===== config.mk =====
export PLATFORM = sky130hd
export DESIGN_NAME = adc_result_status_flags
export DESIGN_NICKNAME = d
export VERILOG_FILES = /design/src/inc/adc_flags_pkg.sv /design/src/rtl/result_mem.sv /design/src/rtl/axil_port.sv /design/src/rtl/adc_result_status_flags.sv
export SDC_FILE = /design/constraint.sdc
export NUM_CORES = 1
export LEC_CHECK = 0
export BUFFER_PORTS_ARGS = -buffer_cell sky130_fd_sc_hd__clkbuf_2
export CELL_PAD_IN_SITES_DETAIL_PLACEMENT = 0
export CELL_PAD_IN_SITES_GLOBAL_PLACEMENT = 1
export CORE_UTILIZATION = 51
export CTS_CLUSTER_SIZE = 8
export DETAILED_ROUTE_END_ITERATION = 10
export PLACE_DENSITY = 0.93
export SYNTH_ARGS = -nofsm -noshare
export SYNTH_HDL_FRONTEND = slang
export SYNTH_SLANG_ARGS = --single-unit

===== constraint.sdc =====
create_clock -name ref_clk_i -period 14.9 [get_ports ref_clk_i]
set_clock_uncertainty 0.05 [all_clocks]
set_input_delay 2.235 -clock ref_clk_i [delete_from_list [all_inputs] [get_ports ref_clk_i]]
set_output_delay 2.235 -clock ref_clk_i [all_outputs]
set_load 0.01 [all_outputs]

===== src/inc/adc_flags_pkg.sv =====
`default_nettype none
package adc_flags_pkg;
   // Sizes of the converter and of the register window.
   localparam int NCHAN = 8;
   localparam int CHW = 3;
   localparam int RESW = 10;
   localparam int AW = 8;
   localparam int DW = 32;
   localparam int IRQW = 3;
   // Register byte offsets.
   localparam logic [AW-1:0] OFS_CTRL = 8'h00;
   localparam logic [AW-1:0] OFS_MODE = 8'h04;
   localparam logic [AW-1:0] OFS_CHEN = 8'h08;
   localparam logic [AW-1:0] OFS_CHDIS = 8'h0C;
   localparam logic [AW-1:0] OFS_CHSR = 8'h10;
   localparam logic [AW-1:0] OFS_STAT = 8'h14;
   localparam logic [AW-1:0] OFS_LAST = 8'h18;
   localparam logic [AW-1:0] OFS_ISR = 8'h1C;
   localparam logic [AW-1:0] OFS_IMR = 8'h20;
   localparam logic [AW-1:0] OFS_CDR0 = 8'h40;
   localparam logic [AW-1:0] OFS_CDR_END = 8'h60;
   // Field positions.
   localparam int CTRL_START = 0;
   localparam int MODE_SLEEP = 0;
   localparam int STAT_DONE_LSB = 0;
   localparam int STAT_OVR_LSB = 8;
   localparam int STAT_DATA_READY_FLAG = 16;
   localparam int STAT_GLOBAL_OVERRUN_FLAG = 17;
   localparam int LAST_CHAN_LSB = 12;
   localparam int IRQ_STORE = 0;
   localparam int IRQ_OVR = 1;
   localparam int IRQ_SLEEP = 2;
   // Reset values and bus answers.
   localparam logic [NCHAN-1:0] CHEN_RST = 8'h00;
   localparam logic [IRQW-1:0] IMR_RST = 3'h0;
   localparam logic [1:0] RESP_OKAY = 2'h0;
   localparam logic [1:0] RESP_SLVERR = 2'h2;

   // One end of conversion from the sampling core.
   typedef struct packed {
      logic valid;
      logic [CHW-1:0] chan;
      logic [RESW-1:0] data;
   } conv_evt_t;

   // One register access issued by the bus port.
   typedef struct packed {
      logic valid;
      logic [AW-1:0] addr;
      logic [DW-1:0] data;
   } reg_acc_t;

   // True for an aligned address inside the channel result window.
   function automatic logic is_chan_addr(input logic [AW-1:0] a);
      return (a >= OFS_CDR0) && (a < OFS_CDR_END) && (a[1:0] == 2'h0);
   endfunction

   // Channel number of a channel result address.
   function automatic logic [CHW-1:0] chan_of(input logic [AW-1:0] a);
      logic [AW-1:0] d;
      d = a - OFS_CDR0;
      return d[CHW+1:2];
   endfunction
endpackage
`default_nettype wire


===== src/rtl/result_mem.sv =====
`timescale 1ns/100ps
`default_nettype none
module result_mem (
   input wire logic ref_clk_i,
   input wire logic rst_i,
   input wire logic we_i,
   input wire logic [adc_flags_pkg::CHW-1:0] waddr_i,
   input wire logic [adc_flags_pkg::RESW-1:0] wdata_i,
   input wire logic [adc_flags_pkg::CHW-1:0] raddr_i,
   output logic [adc_flags_pkg::RESW-1:0] rdata_o
);
   import adc_flags_pkg::*;

   logic [RESW-1:0] mem [NCHAN];

   // Result storage, one word per channel; cleared so an unused channel reads zero.
   always_ff @(posedge ref_clk_i or posedge rst_i) begin
      if (rst_i) begin
         for (int i = 0; i < NCHAN; i++) begin
            mem[i] <= '0;
         end
      end else if (we_i) begin
         mem[waddr_i] <= wdata_i;
      end
   end

   // Read data always come out of a register, one cycle after the address.
   always_ff @(posedge ref_clk_i or posedge rst_i) begin
      if (rst_i) begin
         rdata_o <= '0;
      end else begin
         rdata_o <= mem[raddr_i];
      end
   end
endmodule
`default_nettype wire


===== src/rtl/axil_port.sv =====
`timescale 1ns/100ps
`default_nettype none
module axil_port (
   input wire logic ref_clk_i,
   input wire logic rst_i,
   input wire logic [adc_flags_pkg::AW-1:0] awaddr_i,
   input wire logic awvalid_i,
   output logic awready_o,
   input wire logic [adc_flags_pkg::DW-1:0] wdata_i,
   input wire logic wvalid_i,
   output logic wready_o,
   output logic [1:0] bresp_o,
   output logic bvalid_o,
   input wire logic bready_i,
   input wire logic [adc_flags_pkg::AW-1:0] araddr_i,
   input wire logic arvalid_i,
   output logic arready_o,
   output logic [adc_flags_pkg::DW-1:0] rdata_o,
   output logic [1:0] rresp_o,
   output logic rvalid_o,
   input wire logic rready_i,
   output adc_flags_pkg::reg_acc_t wr_o,
   output adc_flags_pkg::reg_acc_t rd_o,
   input wire logic wr_err_i,
   input wire logic [adc_flags_pkg::DW-1:0] rd_data_i,
   input wire logic rd_err_i
);
   import adc_flags_pkg::*;

   logic aw_held, w_held, rd_pend;
   logic [AW-1:0] aw_addr;
   logic [DW-1:0] w_data;
   logic next_aw_held, next_w_held, next_rd_pend, next_bvalid, next_rvalid;
   logic [AW-1:0] next_aw_addr;
   logic [DW-1:0] next_w_data, next_rdata;
   logic [1:0] next_bresp, next_rresp;

   // Handshakes: one write and one read under way at a time.
   assign awready_o = !aw_held && !bvalid_o;
   assign wready_o = !w_held && !bvalid_o;
   assign arready_o = !rd_pend && !rvalid_o;
   assign wr_o = '{valid: aw_held && w_held && !bvalid_o, addr: aw_addr, data: w_data};
   assign rd_o = '{valid: arvalid_i && arready_o, addr: araddr_i, data: '0};

   // Address and data are caught in either order; the access follows both.
   always_comb begin
      next_aw_held = aw_held;
      next_aw_addr = aw_addr;
      next_w_held = w_held;
      next_w_data = w_data;
      next_bvalid = bvalid_o;
      next_bresp = bresp_o;
      if (awvalid_i && awready_o) begin
         next_aw_held = 1'b1;
         next_aw_addr = awaddr_i;
      end
      if (wvalid_i && wready_o) begin
         next_w_held = 1'b1;
         next_w_data = wdata_i;
      end
      if (wr_o.valid) begin
         next_aw_held = 1'b0;
         next_w_held = 1'b0;
         next_bvalid = 1'b1;
         next_bresp = wr_err_i ? RESP_SLVERR : RESP_OKAY;
      end else if (bvalid_o && bready_i) begin
         next_bvalid = 1'b0;
      end
      next_rd_pend = rd_o.valid;
      next_rvalid = rvalid_o;
      next_rdata = rdata_o;
      next_rresp = rresp_o;
      if (rd_pend) begin
         next_rvalid = 1'b1;
         next_rdata = rd_data_i;
         next_rresp = rd_err_i ? RESP_SLVERR : RESP_OKAY;
      end else if (rvalid_o && rready_i) begin
         next_rvalid = 1'b0;
      end
   end

   // Channel state registers.
   always_ff @(posedge ref_clk_i or posedge rst_i) begin
      if (rst_i) begin
         aw_held <= 1'b0;
         aw_addr <= '0;
         w_held <= 1'b0;
         w_data <= '0;
         bvalid_o <= 1'b0;
         bresp_o <= RESP_OKAY;
         rd_pend <= 1'b0;
         rvalid_o <= 1'b0;
         rdata_o <= '0;
         rresp_o <= RESP_OKAY;
      end else begin
         aw_held <= next_aw_held;
         aw_addr <= next_aw_addr;
         w_held <= next_w_held;
         w_data <= next_w_data;
         bvalid_o <= next_bvalid;
         bresp_o <= next_bresp;
         rd_pend <= next_rd_pend;
         rvalid_o <= next_rvalid;
         rdata_o <= next_rdata;
         rresp_o <= next_rresp;
      end
   end
endmodule
`default_nettype wire


===== src/rtl/adc_result_status_flags.sv =====
// What this block does
// - Data-ready clears only on a last-result read, never on a channel result read.
// - A channel's done flag clears on its result read or matching last-result read.
// - A channel result read clears only that channel's done flag.
// - End of conversion on enabled channel stores both results and sets data-ready.
// - Data-ready still sets when another channel's result is read that cycle.
// - Status read clears global overrun; a new overrun that cycle wins.
// - Global overrun sets when a conversion on an enabled channel ends while data-ready is active.
// - Disabling a channel does not stop the global overrun of another channel.
// - Channel overrun sets when that channel completes while its done flag stands.
// - Status read resets channel overrun even while its done flag is being set.
// - A channel disabled during its conversion never raises its done flag.
// - Data-ready sets only when new data are really stored.
// - Sleep takes effect only after the next conversion completes.
//
// Decided for this implementation: the placing of the registers and the AXI4-Lite slave port.
`timescale 1ns/100ps
`default_nettype none
module adc_result_status_flags (
   input wire logic ref_clk_i,
   input wire logic rst_i,
   input wire logic [adc_flags_pkg::AW-1:0] awaddr_i,
   input wire logic awvalid_i,
   output logic awready_o,
   input wire logic [adc_flags_pkg::DW-1:0] wdata_i,
   input wire logic [3:0] wstrb_i,
   input wire logic wvalid_i,
   output logic wready_o,
   output logic [1:0] bresp_o,
   output logic bvalid_o,
   input wire logic bready_i,
   input wire logic [adc_flags_pkg::AW-1:0] araddr_i,
   input wire logic arvalid_i,
   output logic arready_o,
   output logic [adc_flags_pkg::DW-1:0] rdata_o,
   output logic [1:0] rresp_o,
   output logic rvalid_o,
   input wire logic rready_i,
   input wire adc_flags_pkg::conv_evt_t conv_i,
   output logic start_o,
   output logic sleep_o,
   output logic irq_o
);
   import adc_flags_pkg::*;

   reg_acc_t wr, rd;
   logic [DW-1:0] rd_data;
   logic wr_err, lane0, next_lane0;
   logic [RESW-1:0] mem_q;

   logic [NCHAN-1:0] chan_en, done, ovr;
   logic data_ready_flag, global_overrun_flag, sleep_mode;
   logic [RESW-1:0] last_data;
   logic [CHW-1:0] last_chan;
   logic [IRQW-1:0] isr, imr;
   logic [DW-1:0] rd_reg_q;
   logic rd_chan_q, rd_err_q;

   logic [NCHAN-1:0] next_chan_en, next_done, next_ovr;
   logic next_data_ready_flag, next_global_overrun_flag, next_sleep_mode, next_sleep, next_start;
   logic [RESW-1:0] next_last_data;
   logic [CHW-1:0] next_last_chan;
   logic [IRQW-1:0] next_isr, next_imr, irq_evt;
   logic [DW-1:0] next_rd_reg;
   logic next_rd_chan, next_rd_err;

   logic wr_ctrl, wr_mode, wr_chen, wr_chdis, wr_isr, wr_imr;
   logic rd_chan, rd_last, rd_stat;
   logic [CHW-1:0] rd_idx;
   logic [NCHAN-1:0] dis_mask, en_eff, clr_mask;
   logic eoc_ok, ovr_evt, global_overrun_flag_evt;

   // Bus protocol handling lives in the port; here only decoded accesses.
   axil_port u_port (
      .ref_clk_i(ref_clk_i),
      .rst_i(rst_i),
      .awaddr_i(awaddr_i),
      .awvalid_i(awvalid_i),
      .awready_o(awready_o),
      .wdata_i(wdata_i),
      .wvalid_i(wvalid_i),
      .wready_o(wready_o),
      .bresp_o(bresp_o),
      .bvalid_o(bvalid_o),
      .bready_i(bready_i),
      .araddr_i(araddr_i),
      .arvalid_i(arvalid_i),
      .arready_o(arready_o),
      .rdata_o(rdata_o),
      .rresp_o(rresp_o),
      .rvalid_o(rvalid_o),
      .rready_i(rready_i),
      .wr_o(wr),
      .rd_o(rd),
      .wr_err_i(wr_err),
      .rd_data_i(rd_data),
      .rd_err_i(rd_err_q)
   );

   // Per-channel results, written on every accepted end of conversion.
   result_mem u_mem (
      .ref_clk_i(ref_clk_i),
      .rst_i(rst_i),
      .we_i(eoc_ok),
      .waddr_i(conv_i.chan),
      .wdata_i(conv_i.data),
      .raddr_i(rd_idx),
      .rdata_o(mem_q)
   );

   // Write decode; the low byte lane strobe is caught with the data, since the
   // master may change it once the data handshake is over.
   always_comb begin
      next_lane0 = (wvalid_i && wready_o) ? wstrb_i[0] : lane0;
      wr_ctrl = wr.valid && lane0 && (wr.addr == OFS_CTRL);
      wr_mode = wr.valid && lane0 && (wr.addr == OFS_MODE);
      wr_chen = wr.valid && lane0 && (wr.addr == OFS_CHEN);
      wr_chdis = wr.valid && lane0 && (wr.addr == OFS_CHDIS);
      wr_isr = wr.valid && lane0 && (wr.addr == OFS_ISR);
      wr_imr = wr.valid && lane0 && (wr.addr == OFS_IMR);
      wr_err = !(wr.addr inside {OFS_CTRL, OFS_MODE, OFS_CHEN, OFS_CHDIS, OFS_ISR, OFS_IMR});
   end

   // Read decode; reads with side effects act in the address handshake cycle.
   always_comb begin
      rd_chan = rd.valid && is_chan_addr(rd.addr);
      rd_idx = chan_of(rd.addr);
      rd_last = rd.valid && (rd.addr == OFS_LAST);
      rd_stat = rd.valid && (rd.addr == OFS_STAT);
   end

   // A channel disabled this very cycle already refuses its result.
   always_comb begin
      dis_mask = wr_chdis ? wr.data[NCHAN-1:0] : '0;
      en_eff = chan_en & ~dis_mask;
      eoc_ok = conv_i.valid && en_eff[conv_i.chan];
      ovr_evt = eoc_ok && done[conv_i.chan];
      global_overrun_flag_evt = eoc_ok && data_ready_flag;
   end

   // Flag update; in every flag a coincident set overrides the clear.
   always_comb begin
      next_chan_en = (chan_en | (wr_chen ? wr.data[NCHAN-1:0] : '0)) & ~dis_mask;
      clr_mask = '0;
      for (int i = 0; i < NCHAN; i++) begin
         if ((rd_chan && rd_idx == CHW'(i)) || (rd_last && last_chan == CHW'(i))) begin
            clr_mask[i] = 1'b1;
         end
      end
      next_done = done & ~clr_mask;
      next_ovr = rd_stat ? '0 : ovr;
      if (eoc_ok) begin
         next_done[conv_i.chan] = 1'b1;
         if (done[conv_i.chan]) begin
            next_ovr[conv_i.chan] = 1'b1;
         end
      end
      next_data_ready_flag = eoc_ok || (data_ready_flag && !rd_last);
      next_global_overrun_flag = global_overrun_flag_evt || (global_overrun_flag && !rd_stat);
      next_last_data = eoc_ok ? conv_i.data : last_data;
      next_last_chan = eoc_ok ? conv_i.chan : last_chan;
   end

   // Mode, start command and low-power state.
   always_comb begin
      next_sleep_mode = wr_mode ? wr.data[MODE_SLEEP] : sleep_mode;
      next_start = wr_ctrl && wr.data[CTRL_START];
      next_sleep = sleep_o;
      if (!next_sleep_mode || next_start) begin
         next_sleep = 1'b0;
      end
      if (conv_i.valid && sleep_mode) begin
         next_sleep = 1'b1;
      end
   end

   // Interrupt status: events set, write-one clears, set wins.
   always_comb begin
      irq_evt = '0;
      irq_evt[IRQ_STORE] = eoc_ok;
      irq_evt[IRQ_OVR] = ovr_evt || global_overrun_flag_evt;
      irq_evt[IRQ_SLEEP] = next_sleep && !sleep_o;
      next_isr = (isr & ~(wr_isr ? wr.data[IRQW-1:0] : '0)) | irq_evt;
      next_imr = wr_imr ? wr.data[IRQW-1:0] : imr;
   end

   // Read data are captured before the clearing side effects land.
   always_comb begin
      next_rd_reg = '0;
      next_rd_err = 1'b0;
      next_rd_chan = rd_chan;
      case (rd.addr)
         OFS_MODE: next_rd_reg[MODE_SLEEP] = sleep_mode;
         OFS_CHSR: next_rd_reg[NCHAN-1:0] = chan_en;
         OFS_STAT: begin
            next_rd_reg[STAT_DONE_LSB +: NCHAN] = done;
            next_rd_reg[STAT_OVR_LSB +: NCHAN] = ovr;
            next_rd_reg[STAT_DATA_READY_FLAG] = data_ready_flag;
            next_rd_reg[STAT_GLOBAL_OVERRUN_FLAG] = global_overrun_flag;
         end
         OFS_LAST: begin
            next_rd_reg[RESW-1:0] = last_data;
            next_rd_reg[LAST_CHAN_LSB +: CHW] = last_chan;
         end
         OFS_ISR: next_rd_reg[IRQW-1:0] = isr;
         OFS_IMR: next_rd_reg[IRQW-1:0] = imr;
         default: next_rd_err = !rd_chan;
      endcase
      if (!rd.valid) begin
         next_rd_reg = rd_reg_q;
         next_rd_err = rd_err_q;
         next_rd_chan = rd_chan_q;
      end
   end

   assign rd_data = rd_chan_q ? {{(DW-RESW){1'b0}}, mem_q} : rd_reg_q;
   assign irq_o = |(isr & imr);

   // State registers.
   always_ff @(posedge ref_clk_i or posedge rst_i) begin
      if (rst_i) begin
         chan_en <= CHEN_RST;
         done <= '0;
         ovr <= '0;
         data_ready_flag <= 1'b0;
         global_overrun_flag <= 1'b0;
         last_data <= '0;
         last_chan <= '0;
         sleep_mode <= 1'b0;
         sleep_o <= 1'b0;
         start_o <= 1'b0;
         isr <= '0;
         imr <= IMR_RST;
         rd_reg_q <= '0;
         rd_err_q <= 1'b0;
         rd_chan_q <= 1'b0;
         lane0 <= 1'b0;
      end else begin
         chan_en <= next_chan_en;
         done <= next_done;
         ovr <= next_ovr;
         data_ready_flag <= next_data_ready_flag;
         global_overrun_flag <= next_global_overrun_flag;
         last_data <= next_last_data;
         last_chan <= next_last_chan;
         sleep_mode <= next_sleep_mode;
         sleep_o <= next_sleep;
         start_o <= next_start;
         isr <= next_isr;
         imr <= next_imr;
         rd_reg_q <= next_rd_reg;
         rd_err_q <= next_rd_err;
         rd_chan_q <= next_rd_chan;
         lane0 <= next_lane0;
      end
   end
endmodule
`default_nettype wire


Yosys cells after proc, flatten, opt, wreduce, memory -nomap -nowiden. Index checks and enable logic that the tools add are counted. W data, S select, Z words.

Flip-flop bits (word level): 216.

Add/sub/neg operators: 1. Magnitude comparators: 7. Equality and inequality tests: 25. Multiplexer cells: 49. Bitwise logic cells: 14. Reductions and logical operators: 81.

Operators with widths (count): $bwmux W80 (1); $logic_and A1 B1 Y1 (48); $mux W8 (6); $eq A8 B5 Y1 const B (5); $bmux W10 S3 (1); $demux W10 S3 (1); $mux W10 (3); $and A8 B8 Y8 (3); $eq A3 B3 Y1 const B (8); $or A8 B8 Y8 (3); $mux W1 (23); $mux W18 (1); $eq A8 B3 Y1 const B (2); $eq A8 B4 Y1 const B (2); $eq A8 B6 Y1 const B (2); $not A8 Y8 (2); $pmux W5 S3 (1); $eq A3 B2 Y1 const B (4); $logic_or A1 B1 Y1 (12); $logic_not A1 Y1 (10); $pmux W2 S5 (1); $ge A4 B4 Y1 const B (2); $ge A8 B7 Y1 const B (1); $logic_not A8 Y1 (1); 23 further kinds (34).

Depth between registers and ports, before layout.
Depth in word-level cells: 13. Depth in mapped cells: 8. Mapped depth without buffers: 6.

By module. A second synthesis with hierarchy kept.

Cell total of the unflattened synthesis: 827. Area total of the unflattened synthesis: 10903.0 µm².

By module, submodules not included: result_mem (instances 1, cells an instance 221, area each 3882.5 µm², seq. area each 2252.2 µm²); adc_result_status_flags (instances 1, cells an instance 383, area each 3693.5 µm², seq. area each 1726.7 µm²); axil_port (instances 1, cells an instance 223, area each 3326.9 µm², seq. area each 1976.9 µm²).

Worst setup path after synthesis. No wires, ideal clock.

Kind: input port to flip-flop. Start: input conv_i[12] (netlist bit). End: register u_mem.mem[20] (netlist bit). Library setup time: 0.127 ns. Arrival: 3.928 ns. Slack: 10.794 ns. Cell stages on the path: 6. Cells stage by stage: clkbuf_1 > and4b_1 > a211o_1 > a211o_1 > nor2_2 > mux2_1.

Word-level cells in the longest chain between the ends: 6. Elaborated cells between the ends (all ways): 10.

RTL lines: from (decl) (line adc_result_status_flags.sv:39) `input wire adc_flags_pkg::conv_evt_t conv_i,`; $not A3 Y4 (not written as such) (line result_mem.sv:23) `mem[waddr_i] <= wdata_i;`; $ge A4 B4 Y1 (not written as such) or $lt A4 B1 Y1 (tied branches) (line result_mem.sv:23); $logic_and A1 B1 Y1 (not written as such) (line result_mem.sv:23); $mux W10 (not written as such) (line result_mem.sv:23); $demux W10 S3 (line result_mem.sv:23); $bwmux W80 (line result_mem.sv:23); to (signal, indexed assignment) (line result_mem.sv:23); to (decl) (line result_mem.sv:14) `logic [RESW-1:0] mem [NCHAN];`.

Parallel ways exist; a longest one is shown, timed or not. The select of a mux whose other input is x is not followed. A chain may end at the register's enable or synchronous reset.

Final worst setup path.
Start: input conv_i[11] (netlist bit). End: register u_mem.mem[33] (netlist bit).

The elaborated chain is that of the path after synthesis.

==> metrics <==
complex-gate fraction of the synthesized area 8.12%; Routability Congestion 0.918; root buf cell clkbuf_16; #FFs+latches synth 200; CP Data Required Time 15.16 ns; main flop type after synthesis dfrtp_1; # diodes 0; Synth async-reset ratio 100%; final setup TNS 0 ns; chip width 136 microns; clock slew at the register clock pins of the worst setup and hold paths 0.06 ns; largest net degree at the start of global routing 119; Worst VDD drop 92.2 uV; Critical path buffers and inverters 1; Num CTS Buffers 17; most frequent cells in the layout dfrtp_1, mux2_2, clkbuf_2, nand2_1, nor2_1; RSZ-0062 raised after global routing false; core area 17,400 sq um; XOR/XNOR Fraction of Synth Area 0%; First-pass DRT Iterations 5; final setup margin 10.08 ns; die area 18,500 sq um; first-pass GRT wire length 31.9 mm; pwr/cell area 147 nW/um^2; cts hold-fix bufs 0; leakage power 4.64 nW; Starting Density 52.6%; Synth Area in Simple Gates 8.91%; top-area cell type share of the netlist area 54.6%; CTS tree done; # nets final 838; largest family of logic cells by synthesized area multiplexers; Reg area 5000 sq um; slowest stage cell, crit path nand4_1; Via Count 5,950; Pwr Total 1.49 mW; synthesized cell area 9170 sq um; CTS resizes 0; CP cell instances clkbuf_2, and4b_1, a211o_1, a211oi_1, nand4_1, mux2_4; remaining antenna violation count 0; most common cell after layout, fill and taps aside dfrtp_1; final setup fails 0; worst stage delay on the critical path 0.90 ns; Netlist cell types 59; Clock Sinks 200; post-synthesis adder-cell area fraction 0%; fin crit share 32.4%; post-CTS setup buffers 0; post-synth top area cell dfrtp_1; max-slew violations 0; Synth Area per Inst 12.9 sq um; initial antenna violation count 0; Clock Latency Late Sink 0.43 ns; GR Overflow Total 0; FMAX 207 MHz; max_slew headroom 28.3%; Crit. End Element flip-flop; number of synthesized flops with an enable pin 0; outcome finished, final reports clean; sequential fraction of the synthesis area 54.6%; area grow syn2layout 10.8%; row count 48; Slew @ Worst Pin 1.07 ns; CTS H-Tree Depth 4; GRT Util Overall 23.1%; multi-input logic area 3840 sq um; vias in the first global route 5,894; Fill cells 1,414; Synth Instances 708; DRT Wirelength 19.9 mm; placed cell area 9610 sq um; Worst path top cell family by delay simple AND/OR/NAND/NOR gates; Routed WL per cell 19.8 microns; Worst Path Arrival 5.08 ns; startpoint types input pin; Initial DRC Count 377; Hold Path Class reg -> reg; critical path type in -> reg; worst slack, placed 9.69 ns; Ports 117; Vias/cell 5.94; yosys warns 0; Longest Clk Path Bufs 2; dpl hpwl 13.6 mm; port buffer count 73; max-cap violations 0; Synth area leaders dfrtp_1, mux2_2, mux4_2, mux2_4, nand2_1; share of cells above drive strength 1 32.9%; Design Area, Final 10,200 sq um; Period minus WS final 4.82 ns; post-synthesis mux area share 24.2%; crit-path max FO 24; Die Height 136 microns; Final Hold Vio Count 0; DR DRC count 0
-- where the power goes --
part	leakage [nW]	internal (mW)	switching, mW
clock network	0.263	0.237	0.191
logic	1.86	0.159	0.135
registers	2.52	0.666	0.102
total	4.64	1.06	0.428
-- cells in the mapped netlist (all sizes together) (5+ instances only) --
cell      n
inv      19
mux2i    19
a222oi    5
mux2    128
nand3     8
mux4     23
a21oi    13
o221ai    6
nand2b    9
buf      32
a22o     18
nor4      6
a211o     5
or4       5
clkbuf   23
o21ai    33
nor2     29
nand2    65
nor3     11
dfrtp   200
-- flip-flops by register name, indices dropped and copies added (netlist names), 10 cells and up --
register / count
u_mem.mem: 80
u_port.rdata_o: 18
u_mem.rdata_o: 10
last_data: 10
rd_reg_q: 18
-- per-layer routing --
metal,up-vias,GRT usage [%],share of wire [%]
li1,2669,-,-
met1,3037,31.4,44
met2,214,37.1,48
met3,30,4.62,5.9
met4,0,8.21,2.0
met5,-,0,0
-- final cells by class --
| type | instances | area share [%] |
|---|---|---|
| Timing Repair Buffer | 78 | 3.97 |
| Multi-Input combinational cell | 449 | 37.8 |
| Clock buffer | 23 | 4.61 |
| Sequential cell | 200 | 49.3 |
| Clock inverter | 8 | 0.727 |
| Tap cell | 225 | 2.77 |
| Inverter | 19 | 0.776 |
-- kinds of logic (layout without fill, tap and decap cells) --
group	Yosys count	count (layout)
multiplexers	170	170
other	1	16
buffers and inverters	74	128
flip-flops	200	200
AO/OA/AOI/OAI	104	104
AND/OR/NAND/NOR	159	159
-- metrics by stage --
step                      util [%]  hold WS, ns  instances
after floorplan                  -        0.393        723
after global placement        55.2        0.406        971
after detailed placement      55.2        0.414        971
after CTS                     58.3        0.430       1002
after global routing          58.3        0.445       1002
final                         58.3        0.434       1002
-- path summary, 6_finish.rpt --
kind / startpoint / end / slack (ns) / cells past startpoint
setup / recovery: conv_i[11] / u_mem.mem[33]$_DFFE_PP0P_ / 10.08 / 6
hold / removal: sleep_o$_DFF_PP0_ / isr[2]$_DFF_PP0_ / 0.43 / 1
setup reg to reg: u_port.aw_addr[1]$_DFFE_PP0P_ / u_mem.mem[39]$_DFFE_PP0P_ / 11.75 / 6
hold reg to reg: sleep_o$_DFF_PP0_ / isr[2]$_DFF_PP0_ / 0.43 / 1
max in group asynchronous: rst_i / u_mem.mem[71]$_DFFE_PP0P_ / 11.36 / 3
min in group asynchronous: rst_i / u_port.rdata_o[11]$_DFFE_PP0P_ / 1.89 / 2
-- worst register-to-register path, cell delays in order (launching register included) --
cell and delay [ns]:
dfrtp_1 0.38, or4_1 0.67, nor4_2 0.34, buf_4 0.25, a211oi_1 0.13, nand4_1 0.79, mux2_2 0.43
Note: power is estimated with default switching activity, not from simulation.
